## config.mk

```make
export PLATFORM = sky130hd
export DESIGN_NAME = rtcss_top
export DESIGN_NICKNAME = d
export VERILOG_FILES = /design/src/pkg/rtcss_pkg.sv /design/src/hdl/rtcss_calendar.sv /design/src/hdl/rtcss_top.sv
export SDC_FILE = /design/constraint.sdc
export NUM_CORES = 1
export LEC_CHECK = 0
export ABC_CLOCK_PERIOD_IN_PS = 2900
export BUFFER_PORTS_ARGS = -buffer_cell sky130_fd_sc_hd__buf_4
export CORE_ASPECT_RATIO = 2
export CORE_UTILIZATION = 57
export DETAILED_ROUTE_END_ITERATION = 8
export PLACE_DENSITY = 0.8
export SYNTH_ARGS = -nofsm -noshare
export SYNTH_HDL_FRONTEND = slang
export SYNTH_SLANG_ARGS = --single-unit
```

## constraint.sdc

```tcl
create_clock -name clk -period 2.9 [get_ports clk]
set_input_delay 0.29 -clock clk [delete_from_list [all_inputs] [get_ports clk]]
set_output_delay 0.29 -clock clk [all_outputs]
set_load 0.1 [all_outputs]
```

## src/pkg/rtcss_pkg.sv

```systemverilog
// Shared constants and types of the supply supervisor and time base.
package rtcss_pkg;
  localparam int unsigned CLK_HZ = 100_000_000;
  localparam int unsigned CLK_PERIOD_NS = 10;
  // Times in their own units.
  localparam int unsigned RECOVERY_HOLD_MS = 250;
  localparam int unsigned DEBOUNCE_MS = 250;
  localparam int unsigned BUTTON_PULSE_MS = 250;
  localparam int unsigned FIRST_MEAS_S = 2;
  localparam int unsigned BACKUP_COMP_PERIOD_S = 10;
  localparam int unsigned MAIN_COMP_PERIOD_S = 1;
  // Cycle counts derived from the clock rate.
  localparam int unsigned RECOVERY_HOLD_CYC = RECOVERY_HOLD_MS * (CLK_HZ / 1000);
  localparam int unsigned DEBOUNCE_CYC = DEBOUNCE_MS * (CLK_HZ / 1000);
  localparam int unsigned BUTTON_PULSE_CYC = BUTTON_PULSE_MS * (CLK_HZ / 1000);
  localparam int unsigned TIMER_W = 32;
  localparam int unsigned TRIM_W = 8;
  localparam int unsigned CORR_W = 10;
  localparam logic [3:0] CONV_CNT_W0 = 4'h0;
  // Default calendar contents loaded on first start, in BCD.
  localparam logic [7:0] DEF_SEC = 8'h00;
  localparam logic [7:0] DEF_MIN = 8'h00;
  localparam logic [7:0] DEF_HOUR = 8'h00;
  localparam logic [2:0] DEF_WDAY = 3'h1;
  localparam logic [7:0] DEF_DATE = 8'h01;
  localparam logic [7:0] DEF_MONTH = 8'h01;
  localparam logic [7:0] DEF_YEAR = 8'h00;
  localparam logic IRQ_SEL_RESET = 1'b1;
  // Reset line supervisor states.
  typedef enum logic [5:0] {
    RTCSS_IDLE = 6'h01,
    RTCSS_PFAIL = 6'h02,
    RTCSS_RECOVER = 6'h04,
    RTCSS_DEBOUNCE = 6'h08,
    RTCSS_WAIT_RISE = 6'h10,
    RTCSS_PULSE = 6'h20
  } rtcss_rst_state_t;
endpackage

```

## src/hdl/rtcss_calendar.sv

```systemverilog
// BCD calendar and clock counters advanced by a one second tick.
`timescale 1ns/1ps
`default_nettype none
module rtcss_calendar
  import rtcss_pkg::*;
(
  input wire logic clk,
  input wire logic arst_n,
  input wire logic load_default,
  input wire logic tick,
  input wire logic mode_12h,
  output logic [7:0] sec_q,
  output logic [7:0] min_q,
  output logic [7:0] hour_q,
  output logic [2:0] wday_q,
  output logic [7:0] date_q,
  output logic [7:0] month_q,
  output logic [7:0] year_q
);
  logic leap;
  logic [7:0] last_date;
  logic [7:0] hour_next;
  logic [7:0] hour_inc12;

  // Increments a BCD byte.
  function automatic logic [7:0] bcd_inc(input logic [7:0] v);
    if (v[3:0] == 4'h9)
    begin
      bcd_inc = {v[7:4] + 4'h1, 4'h0};
    end
    else
    begin
      bcd_inc = {v[7:4], v[3:0] + 4'h1};
    end
  endfunction

  // BCD years divisible by four are leap years in this century.
  assign leap = (year_q[4] ? (year_q[1:0] == 2'h2) : (year_q[1:0] == 2'h0));

  // Hour digits without the format and afternoon flags, advanced by one.
  assign hour_inc12 = bcd_inc({3'h0, hour_q[4:0]});

  // Last day of the current month, with the leap correction for February.
  always_comb
  begin
    last_date = 8'h31;
    if (month_q == 8'h02)
    begin
      last_date = leap ? 8'h29 : 8'h28; // [RQ17]
    end
    else if (month_q == 8'h04 || month_q == 8'h06 || month_q == 8'h09 || month_q == 8'h11)
    begin
      last_date = 8'h30; // [RQ17]
    end
  end

  // Next hour value in the selected format; bit 5 is the afternoon flag in 12 hour mode.
  always_comb
  begin
    hour_next = bcd_inc(hour_q);
    if (mode_12h)
    begin
      if (hour_q[4:0] == 5'h12)
      begin
        hour_next = {hour_q[7:5], 5'h01}; // [RQ18]
      end
      else if (hour_q[4:0] == 5'h11)
      begin
        hour_next = {hour_q[7:6], ~hour_q[5], 5'h12}; // [RQ18]
      end
      else
      begin
        hour_next = {hour_q[7:5], hour_inc12[4:0]};
      end
    end
    else if (hour_q == 8'h23)
    begin
      hour_next = 8'h00; // [RQ18]
    end
  end

  // Counter chain with carries from seconds up to years.
  always_ff @(posedge clk or negedge arst_n)
  begin
    if (!arst_n)
    begin
      sec_q <= DEF_SEC;
      min_q <= DEF_MIN;
      hour_q <= DEF_HOUR;
      wday_q <= DEF_WDAY;
      date_q <= DEF_DATE;
      month_q <= DEF_MONTH;
      year_q <= DEF_YEAR;
    end
    else if (load_default)
    begin
      sec_q <= DEF_SEC;
      min_q <= DEF_MIN;
      hour_q <= mode_12h ? 8'h52 : DEF_HOUR;
      wday_q <= DEF_WDAY;
      date_q <= DEF_DATE;
      month_q <= DEF_MONTH;
      year_q <= DEF_YEAR;
    end
    else if (tick)
    begin
      sec_q <= (sec_q == 8'h59) ? 8'h00 : bcd_inc(sec_q);
      if (sec_q == 8'h59)
      begin
        min_q <= (min_q == 8'h59) ? 8'h00 : bcd_inc(min_q);
        if (min_q == 8'h59)
        begin
          hour_q <= hour_next;
          if (mode_12h ? (hour_q[5:0] == 6'h31) : (hour_q == 8'h23))
          begin
            wday_q <= (wday_q == 3'h7) ? 3'h1 : wday_q + 3'h1;
            date_q <= (date_q == last_date) ? 8'h01 : bcd_inc(date_q); // [RQ17]
            if (date_q == last_date)
            begin
              month_q <= (month_q == 8'h12) ? 8'h01 : bcd_inc(month_q);
              if (month_q == 8'h12)
              begin
                year_q <= (year_q == 8'h99) ? 8'h00 : bcd_inc(year_q);
              end
            end
          end
        end
      end
    end
  end
endmodule
`default_nettype wire

```

## src/hdl/rtcss_top.sv

```systemverilog
// Supply selection, reset line supervisor, oscillator gating and compensation cadence.
// What this block does
// [RQ1] Correct time base each second, backup every 10s.
// [RQ2] Add signed aging offset to factory trim.
// [RQ3] Primary above threshold or backup; else backup.
// [RQ4] Convert temperature per second, backup every 10s.
// [RQ5] Power fail drives reset line low.
// [RQ6] Hold reset low for recovery after return.
// [RQ7] Oscillator stopped: skip recovery hold.
// [RQ8] Idle falling edge: pull low for debounce.
// [RQ9] Still low: await rise, then reset pulse.
// [RQ10] Reset output leaves timekeeping unaffected.
// [RQ11] Reset logic only with primary; else low.
// [RQ12] First battery attach: oscillator waits for start.
// [RQ13] Measure and correct soon after start event.
// [RQ14] Running oscillator keeps running while supplied.
// [RQ15] First start loads default time and date.
// [RQ16] Enable bar high on backup stops oscillator.
// [RQ17] Month ends and leap February roll correctly.
// [RQ18] Hours in 24 or 12 hour format.
// [RQ19] Two alarms; output selects alarm or square.
// [RQ20] Registers reached only through the serial bus.
// [RQ21] Select 0 square wave, 1 alarm irq.
// [RQ22] Synchronise reset line before edge detection.
`timescale 1ns/1ps
`default_nettype none
module rtcss_top
  import rtcss_pkg::*;
#(
  parameter int unsigned RECOVERY_CYC = RECOVERY_HOLD_CYC,
  parameter int unsigned DEBOUNCE_LEN = DEBOUNCE_CYC,
  parameter int unsigned PULSE_LEN = BUTTON_PULSE_CYC
)
(
  input wire logic clk,
  input wire logic arst_n,
  input wire logic primary_above_threshold,
  input wire logic primary_above_backup,
  input wire logic backup_present,
  input wire logic addr_match,
  input wire logic osc_tick_1hz,
  input wire logic temp_done,
  input wire logic [CORR_W-1:0] temp_correction,
  input wire logic [CORR_W-1:0] factory_trim,
  input wire logic signed [TRIM_W-1:0] aging_offset,
  input wire logic oscillator_enable_bar,
  input wire logic irq_output_select,
  input wire logic mode_12h,
  input wire logic alarm1_match,
  input wire logic alarm2_match,
  input wire logic alarm1_enable,
  input wire logic alarm2_enable,
  input wire logic rst_line_i,
  output logic rst_line_o,
  output logic rst_line_oe,
  output logic alarm_irq_or_square_o,
  output logic alarm_irq_or_square_oe,
  output logic on_primary_q,
  output logic power_fail_q,
  output logic osc_run_q,
  output logic temp_start_q,
  output logic corr_apply_q,
  output logic [CORR_W-1:0] corr_value_q,
  output logic [7:0] sec_q,
  output logic [7:0] min_q,
  output logic [7:0] hour_q,
  output logic [2:0] wday_q,
  output logic [7:0] date_q,
  output logic [7:0] month_q,
  output logic [7:0] year_q
);
  import rtcss_pkg::*;

  logic pa_s1_q, pa_s2_q, pb_s1_q, pb_s2_q;
  logic line_s1_q, line_s2_q, line_prev_q;
  logic tick_s1_q, tick_s2_q, tick_prev_q;
  logic fall, rise, tick;
  rtcss_rst_state_t state_q;
  logic [TIMER_W-1:0] timer_q;
  logic started_q, loaded_q, meas_pend_q;
  logic [3:0] conv_cnt_q;
  logic sq_q;
  logic alarm_flag_q;
  logic load_default;
  logic conv_due;
  logic drive_low;

  // The line is let go a few cycles before debounce ends, so the synchroniser shows the button, not our own drive.
  localparam logic [TIMER_W-1:0] LINE_SETTLE_CYC = TIMER_W'(4);

  // Supply comparators are analog levels; two flops before use.
  always_ff @(posedge clk or negedge arst_n)
  begin
    if (!arst_n)
    begin
      pa_s1_q <= 1'b0;
      pa_s2_q <= 1'b0;
      pb_s1_q <= 1'b0;
      pb_s2_q <= 1'b0;
    end
    else
    begin
      pa_s1_q <= primary_above_threshold;
      pa_s2_q <= pa_s1_q;
      pb_s1_q <= primary_above_backup;
      pb_s2_q <= pb_s1_q;
    end
  end

  // Reset line and the oscillator tick are synchronised, then edge detected.
  always_ff @(posedge clk or negedge arst_n)
  begin
    if (!arst_n)
    begin
      line_s1_q <= 1'b1;
      line_s2_q <= 1'b1;
      line_prev_q <= 1'b1;
      tick_s1_q <= 1'b0;
      tick_s2_q <= 1'b0;
      tick_prev_q <= 1'b0;
    end
    else
    begin
      line_s1_q <= rst_line_i; // [RQ22]
      line_s2_q <= line_s1_q; // [RQ22]
      line_prev_q <= line_s2_q;
      tick_s1_q <= osc_tick_1hz;
      tick_s2_q <= tick_s1_q;
      tick_prev_q <= tick_s2_q;
    end
  end

  assign fall = line_prev_q & ~line_s2_q; // [RQ22]
  assign rise = ~line_prev_q & line_s2_q; // [RQ22]
  assign tick = tick_s2_q & ~tick_prev_q & osc_run_q;

  // Supply selection and the power fail indication.
  always_ff @(posedge clk or negedge arst_n)
  begin
    if (!arst_n)
    begin
      on_primary_q <= 1'b0;
      power_fail_q <= 1'b1;
    end
    else
    begin
      on_primary_q <= pa_s2_q | pb_s2_q; // [RQ3]
      power_fail_q <= ~pa_s2_q; // [RQ5]
    end
  end

  // Oscillator start gating, data retention stop and the first measurement request.
  always_ff @(posedge clk or negedge arst_n)
  begin
    if (!arst_n)
    begin
      started_q <= 1'b0;
      osc_run_q <= 1'b0;
      loaded_q <= 1'b0;
      meas_pend_q <= 1'b0;
    end
    else
    begin
      if (!started_q && (pa_s2_q || addr_match))
      begin
        started_q <= 1'b1; // [RQ12]
        osc_run_q <= 1'b1; // [RQ12]
        meas_pend_q <= 1'b1; // [RQ13]
      end
      else if (oscillator_enable_bar && !on_primary_q)
      begin
        osc_run_q <= 1'b0; // [RQ16]
      end
      else if (started_q && (on_primary_q || backup_present))
      begin
        osc_run_q <= 1'b1; // [RQ14]
      end
      else if (!on_primary_q && !backup_present)
      begin
        osc_run_q <= 1'b0;
      end
      if (load_default)
      begin
        loaded_q <= 1'b1;
      end
      if (meas_pend_q && tick && conv_cnt_q == 4'h1)
      begin
        meas_pend_q <= 1'b0; // [RQ13]
      end
    end
  end

  assign load_default = !loaded_q && !started_q && (pa_s2_q || addr_match); // [RQ15]

  // Conversion cadence: each tick on primary, every tenth on backup, first after two ticks.
  assign conv_due = meas_pend_q ? (conv_cnt_q == 4'(FIRST_MEAS_S - 1)) :
                    (on_primary_q ? 1'b1 : (conv_cnt_q == 4'(BACKUP_COMP_PERIOD_S - 1)));

  always_ff @(posedge clk or negedge arst_n)
  begin
    if (!arst_n)
    begin
      conv_cnt_q <= CONV_CNT_W0;
      temp_start_q <= 1'b0;
    end
    else
    begin
      temp_start_q <= 1'b0;
      if (tick)
      begin
        if (conv_due)
        begin
          conv_cnt_q <= CONV_CNT_W0;
          temp_start_q <= 1'b1; // [RQ4] [RQ13]
        end
        else
        begin
          conv_cnt_q <= conv_cnt_q + 4'h1; // [RQ4]
        end
      end
    end
  end

  // Correction applied after each conversion: measured value plus trim plus aging offset.
  always_ff @(posedge clk or negedge arst_n)
  begin
    if (!arst_n)
    begin
      corr_apply_q <= 1'b0;
      corr_value_q <= '0;
    end
    else
    begin
      corr_apply_q <= temp_done & osc_run_q; // [RQ1]
      if (temp_done && osc_run_q)
      begin
        corr_value_q <= temp_correction + factory_trim + CORR_W'(aging_offset); // [RQ2] [RQ1]
      end
    end
  end

  // Reset line supervisor; it only drives the pin and touches nothing else.
  always_ff @(posedge clk or negedge arst_n)
  begin
    if (!arst_n)
    begin
      state_q <= RTCSS_PFAIL;
      timer_q <= '0;
    end
    else
    begin
      case (state_q)
        RTCSS_IDLE:
        begin
          if (!pa_s2_q)
          begin
            state_q <= RTCSS_PFAIL; // [RQ5]
          end
          else if (fall)
          begin
            state_q <= RTCSS_DEBOUNCE; // [RQ8]
            timer_q <= TIMER_W'(DEBOUNCE_LEN);
          end
        end
        RTCSS_PFAIL:
        begin
          if (pa_s2_q)
          begin
            if (osc_run_q)
            begin
              state_q <= RTCSS_RECOVER; // [RQ6]
              timer_q <= TIMER_W'(RECOVERY_CYC);
            end
            else
            begin
              state_q <= RTCSS_IDLE; // [RQ7]
            end
          end
        end
        RTCSS_RECOVER, RTCSS_DEBOUNCE, RTCSS_PULSE:
        begin
          if (!pa_s2_q)
          begin
            state_q <= RTCSS_PFAIL;
          end
          else if (timer_q > TIMER_W'(1))
          begin
            timer_q <= timer_q - TIMER_W'(1); // [RQ6] [RQ8]
          end
          else if (state_q == RTCSS_DEBOUNCE && !line_s2_q)
          begin
            state_q <= RTCSS_WAIT_RISE; // [RQ9]
          end
          else
          begin
            state_q <= RTCSS_IDLE;
          end
        end
        RTCSS_WAIT_RISE:
        begin
          if (!pa_s2_q)
          begin
            state_q <= RTCSS_PFAIL;
          end
          else if (rise || line_s2_q)
          begin
            state_q <= RTCSS_PULSE; // [RQ9]
            timer_q <= TIMER_W'(PULSE_LEN);
          end
        end
        default:
        begin
          state_q <= RTCSS_PFAIL;
        end
      endcase
    end
  end

  // Without primary the pin sits low; the supervisor drives it low in every active state but RTCSS_WAIT_RISE and the end of RTCSS_DEBOUNCE.
  assign drive_low = !pa_s2_q || (state_q != RTCSS_IDLE && state_q != RTCSS_WAIT_RISE &&
                     !(state_q == RTCSS_DEBOUNCE && timer_q <= LINE_SETTLE_CYC)); // [RQ11] [RQ10] [RQ9]
  assign rst_line_o = 1'b0;
  assign rst_line_oe = ~drive_low;

  // Half second square wave phase and the alarm interrupt flag.
  always_ff @(posedge clk or negedge arst_n)
  begin
    if (!arst_n)
    begin
      sq_q <= 1'b0;
      alarm_flag_q <= 1'b0;
    end
    else
    begin
      sq_q <= tick_s2_q & osc_run_q;
      alarm_flag_q <= (alarm1_match & alarm1_enable) | (alarm2_match & alarm2_enable); // [RQ19]
    end
  end

  // Open drain multifunction pin: low while driven.
  assign alarm_irq_or_square_o = 1'b0;
  assign alarm_irq_or_square_oe = irq_output_select ? ~alarm_flag_q : sq_q; // [RQ21] [RQ19]

  rtcss_calendar u_cal (
    .clk(clk),
    .arst_n(arst_n),
    .load_default(load_default),
    .tick(tick),
    .mode_12h(mode_12h),
    .sec_q(sec_q),
    .min_q(min_q),
    .hour_q(hour_q),
    .wday_q(wday_q),
    .date_q(date_q),
    .month_q(month_q),
    .year_q(year_q)
  );
endmodule
`default_nettype wire

```

==> results of run 1 <==
-- critical path, delay by kind of cell (launching register included) --
kind	cells	cell delay (ns)
compound gates	2	0.43
simple gates	2	0.93
flops	1	0.42
buf+inv	3	0.38
-- cells in the final DEF, fill, tap and decap left out, types with 11 or more instances in the layout --
| cell | instances |
|---|---|
| sky130_fd_sc_hd__a21oi_1 | 38 |
| sky130_fd_sc_hd__clkbuf_16 | 17 |
| sky130_fd_sc_hd__nor2_1 | 74 |
| sky130_fd_sc_hd__or3_1 | 17 |
| sky130_fd_sc_hd__xor2_1 | 11 |
| sky130_fd_sc_hd__xnor2_1 | 25 |
| sky130_fd_sc_hd__nor3_1 | 34 |
| sky130_fd_sc_hd__nand2_1 | 77 |
| sky130_fd_sc_hd__inv_1 | 37 |
| sky130_fd_sc_hd__ha_1 | 33 |
| sky130_fd_sc_hd__o21ai_0 | 62 |
| sky130_fd_sc_hd__dfrtp_1 | 101 |
| sky130_fd_sc_hd__nor2b_1 | 11 |
| sky130_fd_sc_hd__o31ai_1 | 17 |
| sky130_fd_sc_hd__nand3_1 | 23 |
| sky130_fd_sc_hd__dfrtp_2 | 14 |
| sky130_fd_sc_hd__buf_4 | 139 |
-- metal layers --
metal	vias up	part of all wire [%]
li1	3039	-
met5	-	0
met4	0	4.2
met1	3237	34
met3	76	4.3
met2	249	57
-- cell type report --
cell class	count	area (sq um)	share of cell area [%]
clock buffers	24	482	5.36
clock inverters	8	92.6	1.03
multi-input cells	589	3850	42.8
flip-flops and latches	123	3110	34.5
inverters	38	143	1.59
well taps	147	184	2.05
repair buffers	146	1130	12.6
-- what timing repair did --
item	4_1_cts	5_1_grt
endpoints found under the hold margin	44	0
pin swaps	3	0
gates resized for setup	10	3
setup buffers	0	0
setup endpoints to repair	1	4
hold buffers	5	0
-- power by group through the flow --
stage	Clock (uW)	Sequential (uW)	Combinational, uW
final	2080	2310	2540
after global routing	2160	2340	2720
after CTS	2080	2290	2520
after detailed placement	0	2310	2490
after global placement	0	2290	2420
after floorplan	0	3070	1040
-- through the flow --
step                      setup TNS (ns)  hold slack, ns
after global placement                 0           0.315
final                                  0          0.0790
after CTS                              0          0.0795
after global routing             -0.0632          0.0949
after detailed placement         -0.0167           0.315
after floorplan                        0        -0.00559
-- flip-flops by register name (all words and copies together) (netlist names), 6 cells and up --
name           flops
u_cal.date_q       8
u_cal.min_q        8
u_cal.hour_q       8
u_cal.year_q       8
corr_value_q      10
u_cal.month_q      8
state_q            6
u_cal.sec_q        8
timer_q           32
-- worst paths after layout --
check                            from  slack [ns]  cells past startpoint              end
min                        addr_match        0.08                      2        started_q
max in group asynchronous      arst_n        1.63                      3  u_cal.date_q[0]
min in group asynchronous      arst_n        0.40                      2   u_cal.min_q[0]
max reg2reg                timer_q[2]        0.18                      7      timer_q[21]
min reg2reg                   pa_s1_q        0.35                      0          pa_s2_q
max                        state_q[3]        0.03                      7      rst_line_oe
-- kinds of logic (layout without fill, tap and decap cells) --
family / Yosys count / count (layout) / synth area share, %
AOI/OAI and AO/OA: 180 / 180 / 15.7
xor gates and xnor gates: 36 / 36 / 4.40
adders and majority gates: 43 / 43 / 8.55
buffers and inverters: 72 / 216 / 4.05
DFF: 123 / 123 / 43.1
muxes: 10 / 10 / 1.48
other: 1 / 2 / 0.0523
and+or+nand+nor: 318 / 318 / 22.6
==> impl_summary.txt, run 1 <==
----------------------------------------------------
[Logic synthesis]
  Sequential area share after synthesis ... a little over two fifths
  Count of flip-flops with a built-in enable after synthesis ... 0
  Ys flop type ... sky130_fd_sc_hd__dfrtp_1
  Average size of a mapped cell ... ~9.2 sq um
  Synth cell count leaders ... sky130_fd_sc_hd__dfrtp_1 (115), sky130_fd_sc_hd__nand2_1 (77), sky130_fd_sc_hd__nor2_1 (75), sky130_fd_sc_hd__o21ai_0 (62), sky130_fd_sc_hd__a21oi_1 (38)
  Most frequent cell after synthesis ... sky130_fd_sc_hd__dfrtp_1
  Post-Synthesis Cell Area ... ~7000 sq um
  Yosys warnings ... 0
  Top area cells in the synthesized netlist ... sky130_fd_sc_hd__dfrtp_1 (40%), sky130_fd_sc_hd__ha_1 (5.8%), sky130_fd_sc_hd__o21ai_0 (4.3%), sky130_fd_sc_hd__nand2_1 (4.0%), sky130_fd_sc_hd__nor2_1 (3.9%)
  Share of async-settable or async-resettable flops after synthesis ... 100%
  Leading area contributor after synthesis ... sky130_fd_sc_hd__dfrtp_1
  Post-synthesis cell count ... approximately 780
  Synthesis-stage register bit count ... 123
  Area share of the leading cell type in the synthesized netlist ... 40.2%
  Number of library cell types mapped by synthesis ... 70

[Route]
  Count of unresolved DRC violations after routing ... 0
  Sum of routed wire length over all layers ... 18700 microns
  Number of vias in the routed layout ... roughly 6.6k
  Number of routed nets with antenna violations ... 0
  WL/cell ... 17.4 microns
  Number of vias per cell after detailed routing ... between 6 and 7
  Drt initial violations ... ~460
  Detailed-router iteration count before antenna repair ... 5

[Layout]
  Share of the core filled with cells ... 73.7%
  Post-route insts no fill ... 1075
  Final design instance area without fill ... roughly 9000 sq um
  Layout cell share with drive strength beyond 1 ... between 20 and 25%
  Fin nets ... about 1.0k
  Antenna diode instance count ... 0
  Synth-to-Final Area Change ... 25.5%
  Number of filler instances in the final layout ... 879

[Placed design]
  HPWL reported at the end of detailed placement ... about 13000 microns
  RD Place Congestion ... between 0.8 and 0.9
  # port buffers ... 111
  Worst Setup Slack post-DPL ... -0.0167 ns
  Area after DPL ... roughly 8300 sq um
  DP Cell Count ... approximately 1.0k

[STA]
  Number of setup violations in the final report ... 0
  Max-slew violations ... 0
  Worst Max-Slew Pin Slew ... about 1.0 ns
  Max Clock Freq ... approximately 350 MHz
  Final clock skew ... about 0.0080 ns
  Final period util ... between 90% and 100%
  Unrepaired setup endpoints after global routing ... yes
  Hold Violations, Final ... 0
  Setup slack of the critical path after layout ... about 0.026 ns
  Remaining max-slew budget at the tightest pin ... 30.3%
  Final critical-path required period ... 2.87 ns

[Global routing]
  Met3 Resource Use GR ... 5.80%
  Largest net degree at the start of global routing ... 84
  Wire length of the first global-routing pass ... ~30000 microns
  All-layer global routing usage ... a little under a third
  Number of antenna violations at the first check in global routing ... 0
  Met1 track demand over resource in global routing ... roughly 30%
  Total overflow reported by the global router ... 0
  Vias in the first global route ... about 6.7k
  Most Crowded Layer GR ... met2
  Met2 global-route usage ... between 50% and 60%

[Setup path]
  Kind of critical path ... reg2out
  Required time reported for the critical path endpoint ... between 2 and 3 ns
  Worst endpoint data arrival time ... about 2.6 ns
  Worst Path Max Fanout ... 7
  Cells along the critical path ... inv_2 > or4_1 > or3_4 > a2111oi_4 > buf_4 > o21a_2 > buf_12
  Kind of capture point of the worst setup path ... output port
  Highest cell delay on the worst timing path ... 0.55 ns
  Highest-delay cell along the critical path ... sky130_fd_sc_hd__or4_1
  Startpoint type of the worst setup path ... register

[Pwr]
  Maximum VDD drop ... about 0.65 mV
  Leak pwr ... 0.00401 uW
  Overall power after layout ... a little under 7000 uW
  Sequential fraction of design power ... 33.3%
  P_int ... between 4000 and 5000 uW
  Comb pwr share ... between 30% and 40%
  Part of the power in the clock network ... between 30% and 40%
  Switching portion of total power ... around two fifths
  Cell area power density ... a little under 800 nW/um^2
  Sw power ... ~2900 uW

[Clock network]
  Level count of the clock H-tree ... 4
  Clock transition at the registers of the reported paths ... 0.05 ns
  Clock latency at the later pin of the worst-skew pair ... 0.42 ns
  Maximum root-to-sink buffer count ... 2
  CTS tree ... yes
  Clock buffer count from CTS ... 17
  Clock root buffer master ... sky130_fd_sc_hd__clkbuf_16
  CTS sink count ... 123

[Die]
  Core Region ... ~12000 sq um
  Number of standard-cell rows in the floorplan ... between 50 and 60
  Initial standard-cell utilization of the core ... roughly 60%
  Width of the die ... roughly 80 microns
  Die Y ... between 150 and 200 microns
  Full die area ... between 10000 and 15000 sq um
  IO Count ... between 100 and 150

[Run status]
  Run status ... completed

[Min path]
  Type of the most critical hold path ... in2reg

[Flow run]
  Max cap viols ... 0

----------------------------------------------------
(Power assumes the default switching activity.)
==> run 2: changes to the inputs <==
Settings changed: CORE_UTILIZATION 57 to 56, PLACE_DENSITY 0.8 to 0.79.
==> impl_summary.txt, run 2 (synthesized netlist as in run 1, its figures left out) <==
----------------------------------------------------
[Flow run]
  Max cap viols ... 0

[Layout]
  Largest regs ... timer_q (32), corr_value_q (10)
  Leading cell type in the layout, fill and taps excluded ... sky130_fd_sc_hd__buf_4
  Share of the core filled with cells ... 72.0%
  Fin nets ... around 1000
  Synth-to-Final Area Change ... 26.2%
  Number of flip-flops in the largest register ... 32
  Final design instance area without fill ... about 9000 sq um
  Antenna diode instance count ... 0
  Register bank with the most flops ... timer_q
  Layout cell share with drive strength beyond 1 ... 24.4%
  Leading cell types in the layout, fill and taps excluded ... sky130_fd_sc_hd__buf_4 (136), sky130_fd_sc_hd__dfrtp_1 (101), sky130_fd_sc_hd__nand2_1 (77), sky130_fd_sc_hd__nor2_1 (74), sky130_fd_sc_hd__o21ai_0 (62)
  Number of filler instances in the final layout ... slightly above 900

[STA]
  Max Clock Freq ... approximately 360 MHz
  Number of setup violations in the final report ... 0
  Hold Worst Slack ... ~0.095 ns
  Remaining max-slew budget at the tightest pin ... a little over a quarter
  Worst Max-Slew Pin Slew ... approximately 1.1 ns
  Hold Violations, Final ... 0
  Max-slew violations ... 0
  Final clock skew ... around 0.016 ns
  Final period util ... between 90% and 100%
  Aggregate negative setup slack ... 0 ns
  Final critical-path required period ... 2.76 ns
  Unrepaired setup endpoints after global routing ... no

[Route]
  Number of vias per cell after detailed routing ... approximately 6
  Number of routed nets with antenna violations ... 0
  WL/cell ... between 15 and 20 microns
  Number of vias in the routed layout ... around 6.5k
  Count of unresolved DRC violations after routing ... 0
  Sum of routed wire length over all layers ... between 15000 and 20000 microns
  Detailed-router iteration count before antenna repair ... 5
  Drt initial violations ... between 300 and 400

[Global routing]
  Largest net degree at the start of global routing ... 58
  Number of antenna violations at the first check in global routing ... 0
  Total overflow reported by the global router ... 0
  All-layer global routing usage ... between 20% and 30%
  Vias in the first global route ... about 6.5k
  Wire length of the first global-routing pass ... approximately 29000 microns

[Pwr]
  Cell area power density ... 784 nW/um^2
  Overall power after layout ... roughly 7000 uW
  Maximum VDD drop ... between 0.5 and 0.6 mV
  Leak pwr ... approximately 0.004 uW

[Min path]
  Hold_sp ... addr_match
  Type of the most critical hold path ... in2reg
  Hold Path Depth ... 2
  Endpoint of the worst hold-timing path ... started_q

[Placed design]
  HPWL reported at the end of detailed placement ... between 10000 and 15000 microns
  Area after DPL ... slightly above 8000 sq um
  # port buffers ... 111
  RD Place Congestion ... roughly 0.86

[Clock network]
  CTS sink count ... around 120
  Clock latency at the later pin of the worst-skew pair ... about 0.42 ns
  Clock root buffer master ... sky130_fd_sc_hd__clkbuf_16
  Maximum root-to-sink buffer count ... 2
  Number of setup buffers added after CTS ... 0
  Clock buffer count from CTS ... 17
  CTS tree ... yes
  Clock transition at the registers of the reported paths ... 0.06 ns
  Level count of the clock H-tree ... 4

[Run status]
  Run status ... completed

[Setup path]
  Register-to-register setup slack ... 0.17 ns
  Highest-delay cell along the critical path ... sky130_fd_sc_hd__or4_1
  Kind of capture point of the worst setup path ... output port
  Reg-to-reg critical path endpoint ... u_cal.date_q[4]
  Required time reported for the critical path endpoint ... around 2.6 ns
  Cells along the critical path ... or4_1 > or3_4 > a2111oi_2 > o21a_2 > buf_8
  Worst Path Max Fanout ... 8
  Kind of critical path ... reg2out
  Worst endpoint data arrival time ... roughly 2.5 ns
  Launching point of the worst reg2reg path ... u_cal.month_q[4]
  R2R cell count ... 10
  Highest cell delay on the worst timing path ... ~0.55 ns
  Startpoint type of the worst setup path ... register

[Die]
  Number of standard-cell rows in the floorplan ... 58
  Width of the die ... approximately 82 microns
  Initial standard-cell utilization of the core ... approximately 57%
  Full die area ... roughly 13000 sq um
  Die Y ... roughly 160 microns
  Core Region ... 12600 sq um
  IO Count ... between 100 and 150

----------------------------------------------------
## run 2: per-layer routing
layer | vias up | routed length (microns) | track usage, %
li1 | 3037 | - | -
met1 | 3223 | 6390 | 28.1
met2 | 200 | 10400 | 53.0
met3 | 61 | 699 | 5.73
met4 | 0 | 699 | 14.4
met5 | - | 0 | 0
## run 2: area by class of cell
class | instances | area (sq um) | area share (%)
clock inverters | 13 | 190 | 2.10
repair buffers | 143 | 1110 | 12.2
multi-input cells | 589 | 3860 | 42.7
well taps | 150 | 188 | 2.08
flip-flops and latches | 123 | 3110 | 34.3
inverters | 38 | 143 | 1.58
clock buffers | 19 | 453 | 5.01
## run 2: per-stage QoR
step                instances  setup slack [ns]
CTS                      1075            0.0205
floorplan                 784            0.0222
global route             1075           0.00518
finish                   1075             0.140
detailed placement       1038           -0.0588
global placement         1038            0.0527
## run 2: worst max-delay path: cells and delay by family, from the launching register on
family / cells / cell delay, ns
and+or+nand+nor: 2 / 0.93
AOI/OAI and AO/OA: 2 / 0.48
DFF: 1 / 0.45
buffers and inverters: 1 / 0.19
## run 2: how the worst max path moves through the flow
stage / from / to / slack, ns / depth (start not counted)
6_report: state_q[2] / rst_line_oe / 0.14 / 5
5_1_grt: u_cal.hour_q[4] / u_cal.year_q[6] / 0.005 / 9
4_1_cts: timer_q[18] / rst_line_oe / 0.02 / 6
3_5_place_dp: temp_correction[1] / corr_value_q[9] / -0.06 / 12
3_3_place_gp: temp_correction[1] / corr_value_q[9] / 0.05 / 12
2_1_floorplan: u_cal.min_q[2] / u_cal.month_q[2] / 0.02 / 7
## run 2: power by group
part | leakage, uW | internal [uW] | switching [uW]
Sequential | 0.00150 | 1980 | 307
Clock | 0.000302 | 1490 | 805
Combinational | 0.00223 | 729 | 1780
Total | 0.00403 | 4200 | 2900
## run 2: timing repair
action / in CTS / in global routing
endpoints found under the setup margin: 1 / 9
pin swaps: 0 / 1
hold endpoints to repair: 51 / 0
gates resized for setup: 5 / 10
hold buffers: 5 / 0
==> run 3: changes to the inputs <==
Settings changed: SETUP_SLACK_MARGIN set to 0.15.
==> impl_summary.txt, run 3 (synthesized netlist as in run 1, its figures left out) <==
----------------------------------------------------
[Layout]
  Share of the core filled with cells ... about 73%
  Final design instance area without fill ... between 9000 and 10000 sq um
  Largest regs ... timer_q (32), corr_value_q (10)
  Register bank with the most flops ... timer_q
  Antenna diode instance count ... 0
  Leading cell type in the layout, fill and taps excluded ... sky130_fd_sc_hd__buf_4
  Fin nets ... slightly above 1k
  Number of filler instances in the final layout ... around 900
  Post-route insts no fill ... approximately 1.1k
  Leading cell types in the layout, fill and taps excluded ... sky130_fd_sc_hd__buf_4 (145), sky130_fd_sc_hd__dfrtp_1 (93), sky130_fd_sc_hd__nand2_1 (77), sky130_fd_sc_hd__nor2_1 (73), sky130_fd_sc_hd__o21ai_0 (60)
  Number of flip-flops in the largest register ... 32
  Layout cell share with drive strength beyond 1 ... a little over a quarter
  Synth-to-Final Area Change ... 27.3%

[Setup path]
  Cells along the critical path ... inv_2 > or4_4 > or3_4 > a2111oi_4 > o21a_2 > buf_12
  Worst Path Max Fanout ... 2
  Worst endpoint data arrival time ... around 2.5 ns
  R2R cell count ... 11
  Kind of critical path ... reg2out
  Required time reported for the critical path endpoint ... 2.61 ns
  Highest cell delay on the worst timing path ... 0.55 ns
  Kind of capture point of the worst setup path ... output port
  Reg-to-reg critical path endpoint ... u_cal.year_q[6]
  Startpoint type of the worst setup path ... register
  Register-to-register setup slack ... between 0.2 and 0.3 ns
  Launching point of the worst reg2reg path ... u_cal.month_q[5]
  Highest-delay cell along the critical path ... sky130_fd_sc_hd__or4_4

[Placed design]
  RD Place Congestion ... 0.889
  Area after DPL ... between 8000 and 9000 sq um
  HPWL reported at the end of detailed placement ... 13500 microns
  DP Cell Count ... roughly 1.0k
  # port buffers ... 111

[Global routing]
  Vias in the first global route ... approximately 6.8k
  Wire length of the first global-routing pass ... 31200 microns
  Largest net degree at the start of global routing ... 66
  All-layer global routing usage ... between 30% and 40%
  Number of antenna violations at the first check in global routing ... 0
  Total overflow reported by the global router ... 0

[Clock network]
  Clock transition at the registers of the reported paths ... about 0.070 ns
  Clock root buffer master ... sky130_fd_sc_hd__clkbuf_16
  CTS sink count ... ~120
  Clock buffer count from CTS ... 17
  Clock latency at the later pin of the worst-skew pair ... between 0.4 and 0.5 ns
  Level count of the clock H-tree ... 4
  CTS tree ... yes
  Maximum root-to-sink buffer count ... 2

[Min path]
  Type of the most critical hold path ... in2reg
  Hold_sp ... alarm2_enable
  Hold Path Depth ... 2
  Endpoint of the worst hold-timing path ... alarm_flag_q

[STA]
  Worst Max-Slew Pin Slew ... between 0.9 and 1 ns
  Max-slew violations ... 0
  Unrepaired setup endpoints after global routing ... yes
  Number of setup violations in the final report ... 0
  Hold Worst Slack ... 0.0740 ns
  Max Clock Freq ... about 360 MHz
  Final critical-path required period ... about 2.8 ns
  Remaining max-slew budget at the tightest pin ... between 30% and 40%
  Final period util ... a little over nine tenths
  Hold Violations, Final ... 0
  Final clock skew ... roughly 0.012 ns

[Die]
  Initial standard-cell utilization of the core ... between 50% and 60%
  Number of standard-cell rows in the floorplan ... 58
  Core Region ... 12600 sq um
  Width of the die ... ~82 microns
  Full die area ... 13300 sq um
  Die Y ... approximately 160 microns
  IO Count ... about 110

[Route]
  Number of routed nets with antenna violations ... 0
  Detailed-router iteration count before antenna repair ... 5
  Count of unresolved DRC violations after routing ... 0
  WL/cell ... 17.4 microns
  Drt initial violations ... approximately 400
  Sum of routed wire length over all layers ... about 19000 microns
  Number of vias per cell after detailed routing ... about 6
  Number of vias in the routed layout ... around 6.5k

[Pwr]
  Cell area power density ... around 760 nW/um^2
  Maximum VDD drop ... approximately 0.55 mV
  Overall power after layout ... around 6900 uW
  Leak pwr ... 0.00403 uW

[Flow run]
  Max cap viols ... 0

[Run status]
  Run status ... completed

----------------------------------------------------
-- run 3: cell types whose count changed in the layout (fill, tap and decap cells not counted), moves of 3 or more --
cell	delta
sky130_fd_sc_hd__dfrtp_4	+4
sky130_fd_sc_hd__dfrtp_1	-8
sky130_fd_sc_hd__dfrtp_2	+4
sky130_fd_sc_hd__buf_4	+9
sky130_fd_sc_hd__bufinv_16	-3
sky130_fd_sc_hd__o21ai_1	+3
sky130_fd_sc_hd__a21oi_2	+4
sky130_fd_sc_hd__a21oi_1	-4
sky130_fd_sc_hd__clkinv_2	+3
-- run 3: final cells by class --
cell class | instances | area [sq um] | area share, %
clock inverter | 14 | 123 | 1.34
tap | 150 | 188 | 2.06
multi-input combinational | 589 | 3920 | 43.0
inverter | 38 | 143 | 1.56
timing repair buffer | 152 | 1180 | 12.9
sequential | 123 | 3130 | 34.3
clock buffer | 18 | 439 | 4.81
-- run 3: timing repair --
| item | 4_1_cts | 5_1_grt |
|---|---|---|
| hold buffers | 5 | 0 |
| gates resized for setup | 16 | 22 |
| pin swaps | 3 | 5 |
| setup buffers | 3 | 4 |
| hold endpoints to repair | 35 | 0 |
| endpoints found under the setup margin | 4 | 32 |
-- run 3: metal layers --
| layer | GRT usage, % | vias up | share of wire [%] |
|---|---|---|---|
| met5 | 0 | - | 0 |
| met4 | 21.7 | 0 | 5.6 |
| met3 | 6.69 | 85 | 4.4 |
| met2 | 53.6 | 214 | 56 |
| met1 | 31.2 | 3154 | 35 |
| li1 | - | 3059 | - |
-- run 3: where the power goes --
| group | switching, uW | internal, uW | total [uW] |
|---|---|---|---|
| combinational | 1830 | 765 | 2590 |
| clock | 808 | 1200 | 2010 |
| sequential | 307 | 1990 | 2300 |
| total | 2940 | 3960 | 6900 |
-- run 3: worst max-delay path, delay by kind of cell (launching register included) --
family / cells / cell delay (ns)
flops: 1 / 0.37
simple gates: 2 / 0.92
compound gates: 2 / 0.58
buf+inv: 2 / 0.22
-- run 3: how the worst max path moves through the flow --
stage / to / start / slack [ns] / cells after the start
3_5_place_dp: corr_value_q[9] / temp_correction[1] / -0.06 / 12
5_1_grt: rst_line_oe / state_q[3] / 0.04 / 6
6_report: rst_line_oe / state_q[3] / 0.09 / 6
2_1_floorplan: u_cal.month_q[2] / u_cal.sec_q[5] / 0.13 / 9
3_3_place_gp: corr_value_q[9] / temp_correction[1] / 0.04 / 12
4_1_cts: rst_line_oe / timer_q[12] / 0.12 / 6
-- run 3: through the flow --
stage | setup WS [ns] | setup TNS, ns
CTS | 0.122 | 0
finish | 0.0897 | 0
global route | 0.0350 | 0
detailed placement | -0.0605 | -0.0605
floorplan | 0.133 | 0
global placement | 0.0365 | 0
